<file path="config.mk">
export PLATFORM = sky130hd
export DESIGN_NAME = pief_irq_regs
export DESIGN_NICKNAME = d
export VERILOG_FILES = /design/src/verilog/pief_pkg.sv /design/src/verilog/pief_flag_bank.sv /design/src/verilog/pief_irq_regs.sv
export SDC_FILE = /design/constraint.sdc
export NUM_CORES = 1
export LEC_CHECK = 0
export ABC_AREA = 1
export BUFFER_PORTS_ARGS = -buffer_cell sky130_fd_sc_hd__buf_2
export CORE_MARGIN = 1
export CORE_UTILIZATION = 50
export CTS_CLUSTER_SIZE = 25
export DETAILED_ROUTE_END_ITERATION = 10
export PLACE_DENSITY = 0.83
export SLEW_MARGIN = 25
export SYNTH_ARGS = -nofsm -noshare
export SYNTH_HDL_FRONTEND = slang
export SYNTH_SLANG_ARGS = --single-unit
</file>
<file path="constraint.sdc">
create_clock -name CORE_CLK -period 3.31 [get_ports CORE_CLK]
set_clock_uncertainty 0.15 [all_clocks]
set_input_delay 0.662 -clock CORE_CLK [delete_from_list [all_inputs] [get_ports CORE_CLK]]
set_output_delay 0.662 -clock CORE_CLK [all_outputs]
set_load 0.01 [all_outputs]
</file>
<file path="src/verilog/pief_pkg.sv">
// shared constants and types of the peripheral interrupt enable and flag block
package pief_pkg;

  // ==========================================================
  // register indices (byte address = index * 4)
  localparam logic [7:0] IDX_IRQ_CONTROL = 8'h0b;
  localparam logic [7:0] IDX_IRQ_CONTROL_ALT = 8'h8b;
  localparam logic [7:0] IDX_PERIPH_FLAGS = 8'h0c;
  localparam logic [7:0] IDX_PERIPH_ENABLES = 8'h8c;
  localparam logic [7:0] IDX_EVENT_STATUS = 8'h90;
  localparam logic [7:0] IDX_EVENT_MASK = 8'h91;

  // ==========================================================
  // field positions
  localparam int BIT_GLOBAL_EN = 7;
  localparam int BIT_GROUP_EN = 6;
  localparam int BIT_CONV_DONE = 6;
  localparam int BIT_SERIAL = 3;
  localparam int BIT_CAPCMP = 2;
  localparam int BIT_TMR_MATCH = 1;
  localparam int BIT_TMR_OVF = 0;

  // implemented bits of flags, enables, status and mask
  localparam logic [7:0] PERIPH_IMPL_MASK = 8'h4f;

  // ==========================================================
  // reset values
  localparam logic [7:0] RST_IRQ_CONTROL = 8'h00;
  localparam logic [7:0] RST_PERIPH = 8'h00;

  // ==========================================================
  // bus width and address
  localparam int ADR_W = 10;
  localparam int DAT_W = 32;

  typedef struct packed {
    logic cyc;
    logic stb;
    logic we;
    logic [3:0] sel;
    logic [ADR_W-1:0] adr;
    logic [DAT_W-1:0] dat;
  } pief_wb_req_t;

  typedef struct packed {
    logic conv_done;
    logic serial_port;
    logic capture_compare;
    logic timer_match;
    logic timer_overflow;
  } pief_events_t;

endpackage
</file>
<file path="src/verilog/pief_flag_bank.sv">
// bank of hardware-set flags with software write, set wins over write
`timescale 1ns/1ps
module pief_flag_bank #(
  parameter int W = 8,
  parameter logic [7:0] IMPL = 8'hff,
  parameter bit W1C = 1'b0
) (
  input wire logic clk,
  input wire logic rst_n,
  input wire logic ce,
  input wire logic [W-1:0] set,
  input wire logic wr_en,
  input wire logic [W-1:0] wr_data,
  output logic [W-1:0] q
);

  // ==========================================================
  // per-bit flag
  genvar i;
  generate
    for (i = 0; i < W; i++) begin : g_bit
      logic bit_d;
      logic bit_q;
      always_comb begin
        bit_d = bit_q;
        if (!IMPL[i]) begin
          bit_d = 1'b0;
        end else if (set[i]) begin
          bit_d = 1'b1;
        end else if (wr_en) begin
          bit_d = W1C ? (bit_q & ~wr_data[i]) : wr_data[i];
        end
      end
      always_ff @(posedge clk or negedge rst_n) begin
        if (!rst_n) begin
          bit_q <= 1'b0;
        end else if (ce) begin
          bit_q <= bit_d;
        end
      end
      assign q[i] = bit_q;
    end
  endgenerate

endmodule // pief_flag_bank

</file>
<file path="src/verilog/pief_irq_regs.sv">
// peripheral interrupt enable, flag and control registers on a wishbone slave
`timescale 1ns/1ps
module pief_irq_regs #(
  parameter bit HAS_CONVERTER = 1'b1
) (
  input wire logic CORE_CLK,
  input wire logic RSTN,
  input wire logic CE,
  input wire logic WB_CYC_I,
  input wire logic WB_STB_I,
  input wire logic WB_WE_I,
  input wire logic [3:0] WB_SEL_I,
  input wire logic [pief_pkg::ADR_W-1:0] WB_ADR_I,
  input wire logic [pief_pkg::DAT_W-1:0] WB_DAT_I,
  output logic [pief_pkg::DAT_W-1:0] WB_DAT_O,
  output logic WB_ACK_O,
  input wire logic EV_CONV_DONE,
  input wire logic EV_SERIAL_PORT,
  input wire logic EV_CAPTURE_COMPARE,
  input wire logic EV_TIMER_MATCH,
  input wire logic EV_TIMER_OVERFLOW,
  output logic CORE_IRQ,
  output logic IRQ
);

  // ==========================================================
  // request and decode
  pief_pkg::pief_wb_req_t req;
  pief_pkg::pief_events_t ev;
  logic [7:0] idx;
  logic access;
  logic wr;
  logic hit_ctl;
  logic hit_flags;
  logic hit_en;
  logic hit_stat;
  logic hit_mask;

  assign req = '{cyc: WB_CYC_I, stb: WB_STB_I, we: WB_WE_I, sel: WB_SEL_I,
                 adr: WB_ADR_I, dat: WB_DAT_I};
  assign ev = '{conv_done: EV_CONV_DONE, serial_port: EV_SERIAL_PORT,
                capture_compare: EV_CAPTURE_COMPARE, timer_match: EV_TIMER_MATCH,
                timer_overflow: EV_TIMER_OVERFLOW};

  logic ack_q;
  logic ack_d;
  assign idx = req.adr[pief_pkg::ADR_W-1:2];
  assign access = req.cyc & req.stb & ~ack_q;
  assign wr = access & req.we & req.sel[0];
  assign hit_ctl = (idx == pief_pkg::IDX_IRQ_CONTROL) |
                   (idx == pief_pkg::IDX_IRQ_CONTROL_ALT);
  assign hit_flags = (idx == pief_pkg::IDX_PERIPH_FLAGS);
  assign hit_en = (idx == pief_pkg::IDX_PERIPH_ENABLES);
  assign hit_stat = (idx == pief_pkg::IDX_EVENT_STATUS);
  assign hit_mask = (idx == pief_pkg::IDX_EVENT_MASK);

  // ==========================================================
  // implemented bit mask, conversion bit dropped without converter
  localparam logic [7:0] IMPL = HAS_CONVERTER ? pief_pkg::PERIPH_IMPL_MASK :
                                (pief_pkg::PERIPH_IMPL_MASK & 8'hbf);

  // ==========================================================
  // event vector in flag layout
  logic [7:0] ev_vec;
  always_comb begin
    ev_vec = 8'h00;
    ev_vec[pief_pkg::BIT_CONV_DONE] = ev.conv_done;
    ev_vec[pief_pkg::BIT_SERIAL] = ev.serial_port;
    ev_vec[pief_pkg::BIT_CAPCMP] = ev.capture_compare;
    ev_vec[pief_pkg::BIT_TMR_MATCH] = ev.timer_match;
    ev_vec[pief_pkg::BIT_TMR_OVF] = ev.timer_overflow;
  end

  // ==========================================================
  // control and enable registers
  logic [7:0] ctl_q;
  logic [7:0] ctl_d;
  logic [7:0] en_q;
  logic [7:0] en_d;
  logic [7:0] mask_q;
  logic [7:0] mask_d;

  always_comb begin
    ctl_d = ctl_q;
    en_d = en_q;
    mask_d = mask_q;
    if (wr && hit_ctl) begin
      ctl_d = req.dat[7:0];
    end
    if (wr && hit_en) begin
      en_d = req.dat[7:0] & IMPL;
    end
    if (wr && hit_mask) begin
      mask_d = req.dat[7:0] & IMPL;
    end
  end

  always_ff @(posedge CORE_CLK or negedge RSTN) begin
    if (!RSTN) begin
      ctl_q <= pief_pkg::RST_IRQ_CONTROL;
      en_q <= pief_pkg::RST_PERIPH;
      mask_q <= pief_pkg::RST_PERIPH;
    end else if (CE) begin
      ctl_q <= ctl_d;
      en_q <= en_d;
      mask_q <= mask_d;
    end
  end

  // ==========================================================
  // peripheral flags and sticky event status
  logic [7:0] flags_q;
  logic [7:0] stat_q;

  pief_flag_bank #(
    .W(8),
    .IMPL(IMPL),
    .W1C(1'b0)
  ) u_flags (
    .clk(CORE_CLK),
    .rst_n(RSTN),
    .ce(CE),
    .set(ev_vec),
    .wr_en(wr & hit_flags),
    .wr_data(req.dat[7:0]),
    .q(flags_q)
  );

  pief_flag_bank #(
    .W(8),
    .IMPL(IMPL),
    .W1C(1'b1)
  ) u_status (
    .clk(CORE_CLK),
    .rst_n(RSTN),
    .ce(CE),
    .set(ev_vec),
    .wr_en(wr & hit_stat),
    .wr_data(req.dat[7:0]),
    .q(stat_q)
  );

  // ==========================================================
  // read data and acknowledge
  logic [pief_pkg::DAT_W-1:0] rdat_q;
  logic [pief_pkg::DAT_W-1:0] rdat_d;

  always_comb begin
    ack_d = access;
    rdat_d = rdat_q;
    if (access) begin
      rdat_d = '0;
      if (hit_ctl) begin
        rdat_d[7:0] = ctl_q;
      end else if (hit_flags) begin
        rdat_d[7:0] = flags_q;
      end else if (hit_en) begin
        rdat_d[7:0] = en_q & IMPL;
      end else if (hit_stat) begin
        rdat_d[7:0] = stat_q;
      end else if (hit_mask) begin
        rdat_d[7:0] = mask_q;
      end
    end
  end

  always_ff @(posedge CORE_CLK or negedge RSTN) begin
    if (!RSTN) begin
      ack_q <= 1'b0;
      rdat_q <= '0;
    end else if (CE) begin
      ack_q <= ack_d;
      rdat_q <= rdat_d;
    end
  end

  assign WB_ACK_O = ack_q;
  assign WB_DAT_O = rdat_q;

  // ==========================================================
  // interrupt outputs
  logic core_irq_q;
  logic core_irq_d;
  logic irq_q;
  logic irq_d;

  always_comb begin
    // per-source gating by enable bits 6, 3, 2, 1, 0
    core_irq_d = ctl_q[pief_pkg::BIT_GLOBAL_EN] &
                 ctl_q[pief_pkg::BIT_GROUP_EN] &
                 (|(flags_q & en_q & IMPL));
    irq_d = |(stat_q & mask_q);
  end

  always_ff @(posedge CORE_CLK or negedge RSTN) begin
    if (!RSTN) begin
      core_irq_q <= 1'b0;
      irq_q <= 1'b0;
    end else if (CE) begin
      core_irq_q <= core_irq_d;
      irq_q <= irq_d;
    end
  end

  assign CORE_IRQ = core_irq_q;
  assign IRQ = irq_q;

endmodule // pief_irq_regs

</file>
== After elaboration in Yosys (flattened, before gate mapping) ==
Cells that the tools add are included.

* Flip-flop bits (word level): 39
* Bits in latches: 0
* RAM bits: 0
* Bits in read-only memories: 0
* Input port bits: 57
* Output and inout bits: 35
* Logic and storage cells: 99
* Memories kept: 0

* Add/subtract/negate cells: 0
* Multiply operators: 0
* Divide/modulo/power cells: 0
* Magnitude comparators: 0
* Equal/unequal tests: 6
* Shifts and indexed selects: 0
* Mux-type cells: 25
* Bitwise logic cells: 22
* Reductions and logical operators: 29

{| class="wikitable"
|+ Operators by type and width
! cell !! count
|-
| $eq A8 B8 Y1 const B || 4
|-
| $mux W7 || 4
|-
| $reduce_and A2 Y1 || 14
|-
| $mux W1 || 20
|-
| $reduce_bool A2 Y1 || 10
|-
| $eq A8 B4 Y1 const B || 2
|-
| $and A7 B7 Y7 || 2
|-
| $and A1 B1 Y1 || 13
|-
| $mux W8 || 1
|-
| $reduce_or A8 Y1 || 1
|-
| $not A1 Y1 || 6
|-
| $reduce_or A5 Y1 || 1
|-
| $logic_and A1 B1 Y1 || 3
|-
| $or A1 B1 Y1 || 1
|}

== Logic depth before layout (Yosys ltp) ==
Gate-level depths: netlist of run 1.

* Word-level depth: 7
* Mapped depth: 8
* Depth with buffers taken out: 7

== Modules after synthesis ==
Synthesis of run 1 repeated with hierarchy kept, for this count alone.

* Cells, all modules: 310
* Area total of the unflattened synthesis: 2437.3 um^2

{| class="wikitable"
|+ By module, submodules not included
! module !! instances !! cells each !! area each (um^2)
|-
| pief_irq_regs || 1 || 239 || 1861.8
|-
| pief_flag_bank at u_flags || 1 || 36 || 294.0
|-
| pief_flag_bank at u_status || 1 || 35 || 281.5
|}

== Worst setup path after synthesis of run 1 ==
No wires, ideal clock.

* Path type: input to register
* Start point: in WB_ADR_I[7] (netlist name)
* End point: reg ctl_q[2]
* Library setup time: 0.119 ns
* Arrival: 1.436 ns
* Required time: 3.041 ns
* Setup slack: 1.605 ns
* Stages on the path: 7
* Path buffers: 1
* Cell sequence: inv_1 > nand3_1 > nor2_4 > nand2_4 > buf_6 > nand2_1 > o21ai_2

* Longest elaborated chain between the ends: 4

{| class="wikitable"
|+ RTL lines
! what !! RTL line !! source
|-
| from (decl) || pief_irq_regs.sv:13 || <nowiki>input wire logic [pief_pkg::ADR_W-1:0] WB_ADR_I,</nowiki>
|-
| $eq A8 B4 Y1 or $eq A8 B8 Y1 (tied branches) || pief_irq_regs.sv:50, pief_irq_regs.sv:51 ||
|-
| $or A1 B1 Y1 (*) || pief_irq_regs.sv:50 || <nowiki>assign hit_ctl = (idx == pief_pkg::IDX_IRQ_CONTROL) |</nowiki>
|-
| $logic_and A1 B1 Y1 (*) || pief_irq_regs.sv:87 || <nowiki>if (wr && hit_ctl) begin</nowiki>
|-
| $reduce_and A2 Y1 (no line) (*) || - ||
|-
| to (signal assigned) || pief_irq_regs.sv:100 || <nowiki>ctl_q <= pief_pkg::RST_IRQ_CONTROL;</nowiki>
|-
| to (signal assigned) || pief_irq_regs.sv:104 || <nowiki>ctl_q <= ctl_d;</nowiki>
|-
| to (decl) || pief_irq_regs.sv:76 || <nowiki>logic [7:0] ctl_q;</nowiki>
|}

Mark *: on every way between the ends. The rest lies on a longest branch, timed or not.
A chain may end at the register's enable or synchronous reset.

== Worst setup path after layout of run 1 ==
* Start point: in CE
* End point: reg u_status.g_bit[2].bit_q

* Longest elaborated chain between the ends: 1

{| class="wikitable"
|+ RTL lines
! what !! RTL line !! source
|-
| from (decl) || pief_irq_regs.sv:8 || <nowiki>input wire logic CE,</nowiki>
|-
| $reduce_and A2 Y1 (no line) || - ||
|-
| to (signal assigned) || pief_flag_bank.sv:38 || <nowiki>bit_q <= bit_d;</nowiki>
|-
| to (decl) || pief_flag_bank.sv:23 || <nowiki>logic bit_q;</nowiki>
|}

Every way passes these cells.

==> results of run 1 <==
-- path summary, 6_finish.rpt --
path | start | to | slack (ns) | depth (start not counted)
worst max-delay path | CE | u_status.g_bit[2].bit_q | 1.44 | 6
worst min-delay path | RSTN | WB_ACK_O | 0.32 | 1
worst max register to register | WB_ACK_O | u_status.g_bit[2].bit_q | 1.63 | 6
worst min register to register | ctl_q[2] | ctl_q[2] | 0.33 | 2
max in group asynchronous | RSTN | mask_q[2] | 2.17 | 1
min in group CORE_CLK | ctl_q[2] | ctl_q[2] | 0.33 | 2
-- metal layers --
| metal | routed length, um | track usage |
|---|---|---|
| met1 | 1840 | 0.275 |
| met2 | 2070 | 0.316 |
| met3 | 235 | 0.0591 |
| met4 | 57 | 0.0931 |
| met5 | 0 | 0 |
-- power breakdown --
part	total, mW	switching (mW)	internal [mW]
combinational	0.0824	0.0581	0.0243
clock	0.317	0.154	0.163
sequential	0.484	0.00242	0.481
total	0.883	0.214	0.669
-- metrics by stage --
stage | total power, mW | instance area [sq um] | std cells
finish | 0.883 | 2370 | 347
global route | 0.926 | 2370 | 347
CTS | 0.890 | 2370 | 347
detailed placement | 0.576 | 2280 | 340
global placement | 0.574 | 2280 | 340
floorplan | 0.561 | 2240 | 279
-- worst register-to-register path: cells and delay by family, from the launching register on --
family	cells	cell delay, ns
simple gates	4	0.71
flops	1	0.38
compound gates	1	0.21
buf+inv	1	0.11
-- final cells by class --
type | instances | area (sq um) | area share
Sequential cell | 39 | 976 | 0.412
Multi-Input combinational cell | 186 | 942 | 0.398
Timing Repair Buffer | 40 | 205 | 0.0867
Clock inverter | 1 | 5.00 | 0.00211
Tap cell | 50 | 62.6 | 0.0264
Inverter | 25 | 93.8 | 0.0396
Clock buffer | 6 | 82.6 | 0.0349
-- registers in the layout (all words and copies together) (netlist names) --
name	count
WB_DAT_O	8
ctl_q	8
en_q	5
mask_q	5
u_flags.g_bit.bit_q	5
u_status.g_bit.bit_q	5
CORE_IRQ	1
IRQ	1
WB_ACK_O	1
-- synthesized netlist by cell type (2+ instances only) --
library cell / n / area (sq um)
buf_4: 25 / 188
nand3_1: 28 / 140
nand3_4: 2 / 35.0
o211ai_1: 5 / 37.5
o21bai_1: 5 / 37.5
nand2_1: 70 / 263
a22o_1: 2 / 17.5
a21oi_2: 5 / 43.8
inv_1: 24 / 90.1
o21ai_2: 3 / 26.3
nor2_1: 11 / 41.3
o21ai_0: 20 / 100
buf_6: 3 / 33.8
a21oi_1: 2 / 10.0
dfrtp_1: 39 / 976
-- kinds of logic (layout without fill, tap and decap cells) --
group	count (synthesis)	after routing	share of synthesized area
simple gates	119	119	0.265
flops	39	39	0.453
other cells	1	24	0.00174
compound gates	43	43	0.131
buf+inv	54	72	0.149
==> results_dict.tcl, run 1 <==
set metrics [dict create \
    synthToLayoutAreaGrowth_pct 10.0 \
    slew_headroom 0.451 \
    syn_inst 256 \
    vias 1728 \
    hp-class "in2async" \
    postRouteAntennaNets 0 \
    root_buffer "clkbuf_8" \
    syn_area_per_cell_sq_um 8.41 \
    hold_viol 0 \
    numCtsBuffers 5 \
    cp_max_fo 11 \
    yosysUniqueCellTypes 27 \
    nets 354 \
    ys_seq_elements 39 \
    drc_errors 0 \
    cts-resized-gates 0 \
    crit_chain "buf_2 > nand4_4 > nor2_8 > nand3_1 > o21ai_0 > nand2_1" \
    path_class "in2reg" \
    yosysWarnings 0 \
    grt_first_pass_wirelength_um 6840 \
    htree_levels 2 \
    timing.setup.tns_ns 0 \
    ir_drop_uv 275 \
    hold_buffers 0 \
    clockBufferDepth 2 \
    antenna-diode-count 0 \
    clkLatencyLatePin_ns 0.29 \
    syn_area_sq_um 2150 \
    holdWs_ns 0.316 \
    pin_count 92 \
    async_reset_ff_frac 1.00 \
    place.gp.congestion 0.863 \
    drv_cap 0 \
    rsz0062_at_grt "false" \
    grt_max_degree 40 \
    finish.utilization 0.583 \
    cp_num_buf_inv 1 \
    period_minus_slack_ns 1.87 \
    final_common_cell "nand2_1" \
    post_cts_buffers 0 \
    drive_gt1_frac 0.215 \
    worstPathRequired_ns 3.33 \
    synth_edf_count 0 \
    setup_viol 0 \
    timing.final.crit_share 0.565 \
    worst_slew_pin_slew_ns 0.824 \
    path_delay_family "simple AND/OR/NAND/NOR gates" \
    setup_ws_ns 1.44 \
    crit_arrival_ns 1.89 \
    wl_um 4210 \
    io_buffers 38 \
    grt_usage 0.209 \
    wl_per_cell_um 12.1 \
    dr.pass1.iters 4 \
    final_cell_mix "nand2_1, dfrtp_1, buf_2" \
    tritoncts "built" \
    max_freq_mhz 535 \
    fp.dieW_um 67.6 \
    antenna_found_initial 0 \
    design.core.area_sq_um 4060 \
    p_leak_nw 1.31 \
    first_iter_violations 103 \
    grt_pass1_vias 1490 \
    pre_cts_ws_ns 1.13 \
    viasPerCell 4.98 \
    startpoint_type "input pin" \
    crit_path_top_delay_cell "nand4_4" \
    critPathCaptureType "flop" \
    status "finished clean" \
    powerDensity_nw_per_um2 373 \
    slew_violations 0 \
    fillers 372 \
    initial_utilization 0.530 \
    hpwl_um 3200 \
    clk_pin_slew_worst_paths_ns 0.07 \
    crit_path_max_incr_delay_ns 0.26 \
    rows 23 \
    die-area_sq_um 4570 \
    numClockSinks 39 \
    yosysSeqAreaShare 0.453 \
    die_h_um 67.6 \
    synthFlopType "dfrtp_1" \
    gr-total-overflow 0 \
]
Note: power is estimated with default switching activity, not from simulation.
==> inputs of run 2 (changes only) <==
Settings changed: ABC_AREA 1 to 0, CORE_UTILIZATION 50 to 43, PLACE_DENSITY 0.83 to 0.76.
Clock period 3.31 ns to 1.55 ns, I/O delays scaled along.
==> results_dict.tcl, run 2 <==
set metrics [dict create \
    grt_first_pass_wirelength_um 7760 \
    initial_utilization 0.447 \
    clkLatencyLatePin_ns 0.28 \
    crit_path_top_delay_cell "dfrtp_1" \
    drv_cap 0 \
    dr.pass1.iters 4 \
    violations "negative setup slack" \
    rsz0062_at_grt "true" \
    critPathCaptureType "flop" \
    vias 1654 \
    worstPathRequired_ns 1.57 \
    ys_seq_elements 39 \
    syn_area_per_cell_sq_um 10.5 \
    clockPowerShare 0.389 \
    ir_drop_uv 391 \
    synthFlopType "dfrtp_1" \
    die-area_sq_um 5200 \
    place.gp.congestion 0.862 \
    p_int_mw 1.69 \
    rows 25 \
    hpwl_um 3430 \
    combPwrFrac 0.134 \
    drc_errors 0 \
    pre_cts_ws_ns -0.288 \
    netlist_top_cells_area "dfrtp_1, mux2_2, buf_4, nand2_1, o21ai_0" \
    powerDensity_nw_per_um2 832 \
    gr-total-overflow 0 \
    synthToLayoutAreaGrowth_pct 27.7 \
    p_leak_nw 1.24 \
    crit_path_max_incr_delay_ns 0.41 \
    nets 315 \
    crit_chain "and4b_2 > nand2_2 > and2b_4 > mux2_4" \
    fillers 412 \
    postRouteAntennaNets 0 \
    synth_top_cell_by_area "dfrtp_1" \
    syn_area_sq_um 2110 \
    design.core.area_sq_um 4720 \
    slew_violations 0 \
    cp_max_fo 5 \
    syn_inst 201 \
    p_seq_frac 0.477 \
    path_class "reg2reg" \
    yosysSeqAreaShare 0.462 \
    wl_per_cell_um 14.5 \
    startpoint_type "flop" \
    status "complete, but fails checks" \
    root_buffer "clkbuf_8" \
    grt_usage 0.192 \
    numCtsBuffers 5 \
    power.switching_uw 549 \
    post_dp_cell_area_sq_um 2490 \
    clk_pin_slew_worst_paths_ns 0.08 \
    max_freq_mhz 573 \
    die_h_um 72.1 \
    final_cell_mix "dfrtp_1, buf_2, conb_1" \
    hp-class "in2reg" \
    wl_um 4730 \
    path_delay_family "simple AND/OR/NAND/NOR gates" \
    final_area_sq_um 2700 \
    grt_pass1_vias 1639 \
    async_reset_ff_frac 1.00 \
    antenna-diode-count 0 \
    viasPerCell 5.07 \
    setup_ws_ns -0.195 \
    crit_arrival_ns 1.77 \
    clockBufferDepth 2 \
    io_buffers 38 \
    cp_num_buf_inv 0 \
    grt_max_degree 40 \
    final_common_cell "dfrtp_1" \
    synth_commonest_cells "dfrtp_1, buf_4, mux2_2" \
    timing.setup.tns_ns -3.14 \
    first_iter_violations 116 \
    pin_count 92 \
    timing.final.crit_share 1.13 \
    fp.dieW_um 72.1 \
    yosysTopAreaCellShare 0.462 \
    hold_viol 0 \
    yosysWarnings 0 \
    period_minus_slack_ns 1.74 \
    setup_viol 28 \
    tritoncts "built" \
    yosysMostFrequentCell "dfrtp_1" \
    synth_edf_count 0 \
    antenna_found_initial 0 \
    holdWs_ns 0.0973 \
    numClockSinks 39 \
    yosysUniqueCellTypes 34 \
    htree_levels 2 \
    drive_gt1_frac 0.425 \
    p_sw_frac 0.245 \
]
-- run 2: cell types whose count changed in the layout (fill, tap and decap cells not counted), moves of 5 or more --
| cell | delta |
|---|---|
| mux2_4 | +13 |
| o211ai_1 | -5 |
| nand2_1 | -52 |
| a21oi_2 | -5 |
| nor2_1 | -5 |
| nand3_1 | -18 |
| mux2_2 | +10 |
| nor3b_1 | +5 |
| buf_4 | +14 |
| o21bai_1 | -5 |
| o21ai_0 | -10 |
| inv_1 | -17 |
| a211oi_1 | +5 |
-- run 2: worst paths after layout --
kind,startpoint,end,depth (start not counted),slack [ns]
max,WB_ACK_O,en_q[6],4,-0.19
min,EV_CONV_DONE,u_status.g_bit[6].bit_q,3,0.1
max reg2reg,WB_ACK_O,en_q[6],4,-0.19
min reg2reg,WB_DAT_O[7],WB_DAT_O[7],2,0.33
max in group asynchronous,RSTN,u_status.g_bit[1].bit_q,3,0.67
min in group asynchronous,RSTN,WB_DAT_O[4],3,0.38
-- run 2: power groups by stage --
stage / registers [mW] / logic [mW] / clock network (mW)
3_5_place_dp: 1.09 / 0.288 / 0
3_3_place_gp: 1.09 / 0.281 / 0
4_1_cts: 1.07 / 0.294 / 0.881
5_1_grt: 1.07 / 0.328 / 0.919
2_1_floorplan: 1.10 / 0.165 / 0
6_report: 1.07 / 0.300 / 0.874
-- run 2: cell type report --
type / count / area [sq um] / area share
Clock buffer: 6 / 82.6 / 0.0306
Clock inverter: 2 / 35.0 / 0.0130
Inverter: 7 / 26.3 / 0.00974
Multi-Input combinational cell: 146 / 1100 / 0.408
Sequential cell: 39 / 976 / 0.362
Tap cell: 67 / 83.8 / 0.0311
Timing Repair Buffer: 59 / 392 / 0.145
-- run 2: repair_timing --
item                       4_1_cts  5_1_grt
setup endpoints to repair       28       32
pin swaps                        2        2
hold endpoints to repair        39        0
resized for setup               12        7
buffers inserted                 1        0
hold buffers                     1        0
-- run 2: cells by family after synthesis --
logic type             synth area share
buffers and inverters             0.116
muxes                             0.123
DFF                               0.462
and+or+nand+nor                   0.186
AOI/OAI and AO/OA                 0.111
other                           0.00178
-- run 2: per-layer routing --
layer  part of all wire  vias up  GRT usage
met1               0.45      804      0.243
met4             0.0036        0     0.0501
met2               0.50       53      0.330
met3              0.041        4     0.0431
li1                   -      793          -
met5                  0        -          0
-- run 2: through the flow --
stage	std cells	total power, mW	util
global placement	316	1.37	0.528
finish	326	2.24	0.571
CTS	326	2.24	0.562
global route	326	2.32	0.571
floorplan	224	1.27	-
detailed placement	316	1.38	0.528
-- run 2: worst reg2reg max path, cell delays in order (launching register included) --
cell and delay, ns:
dfrtp_1 0.41, and4b_2 0.34, nand2_2 0.09, and2b_4 0.32, mux2_4 0.32
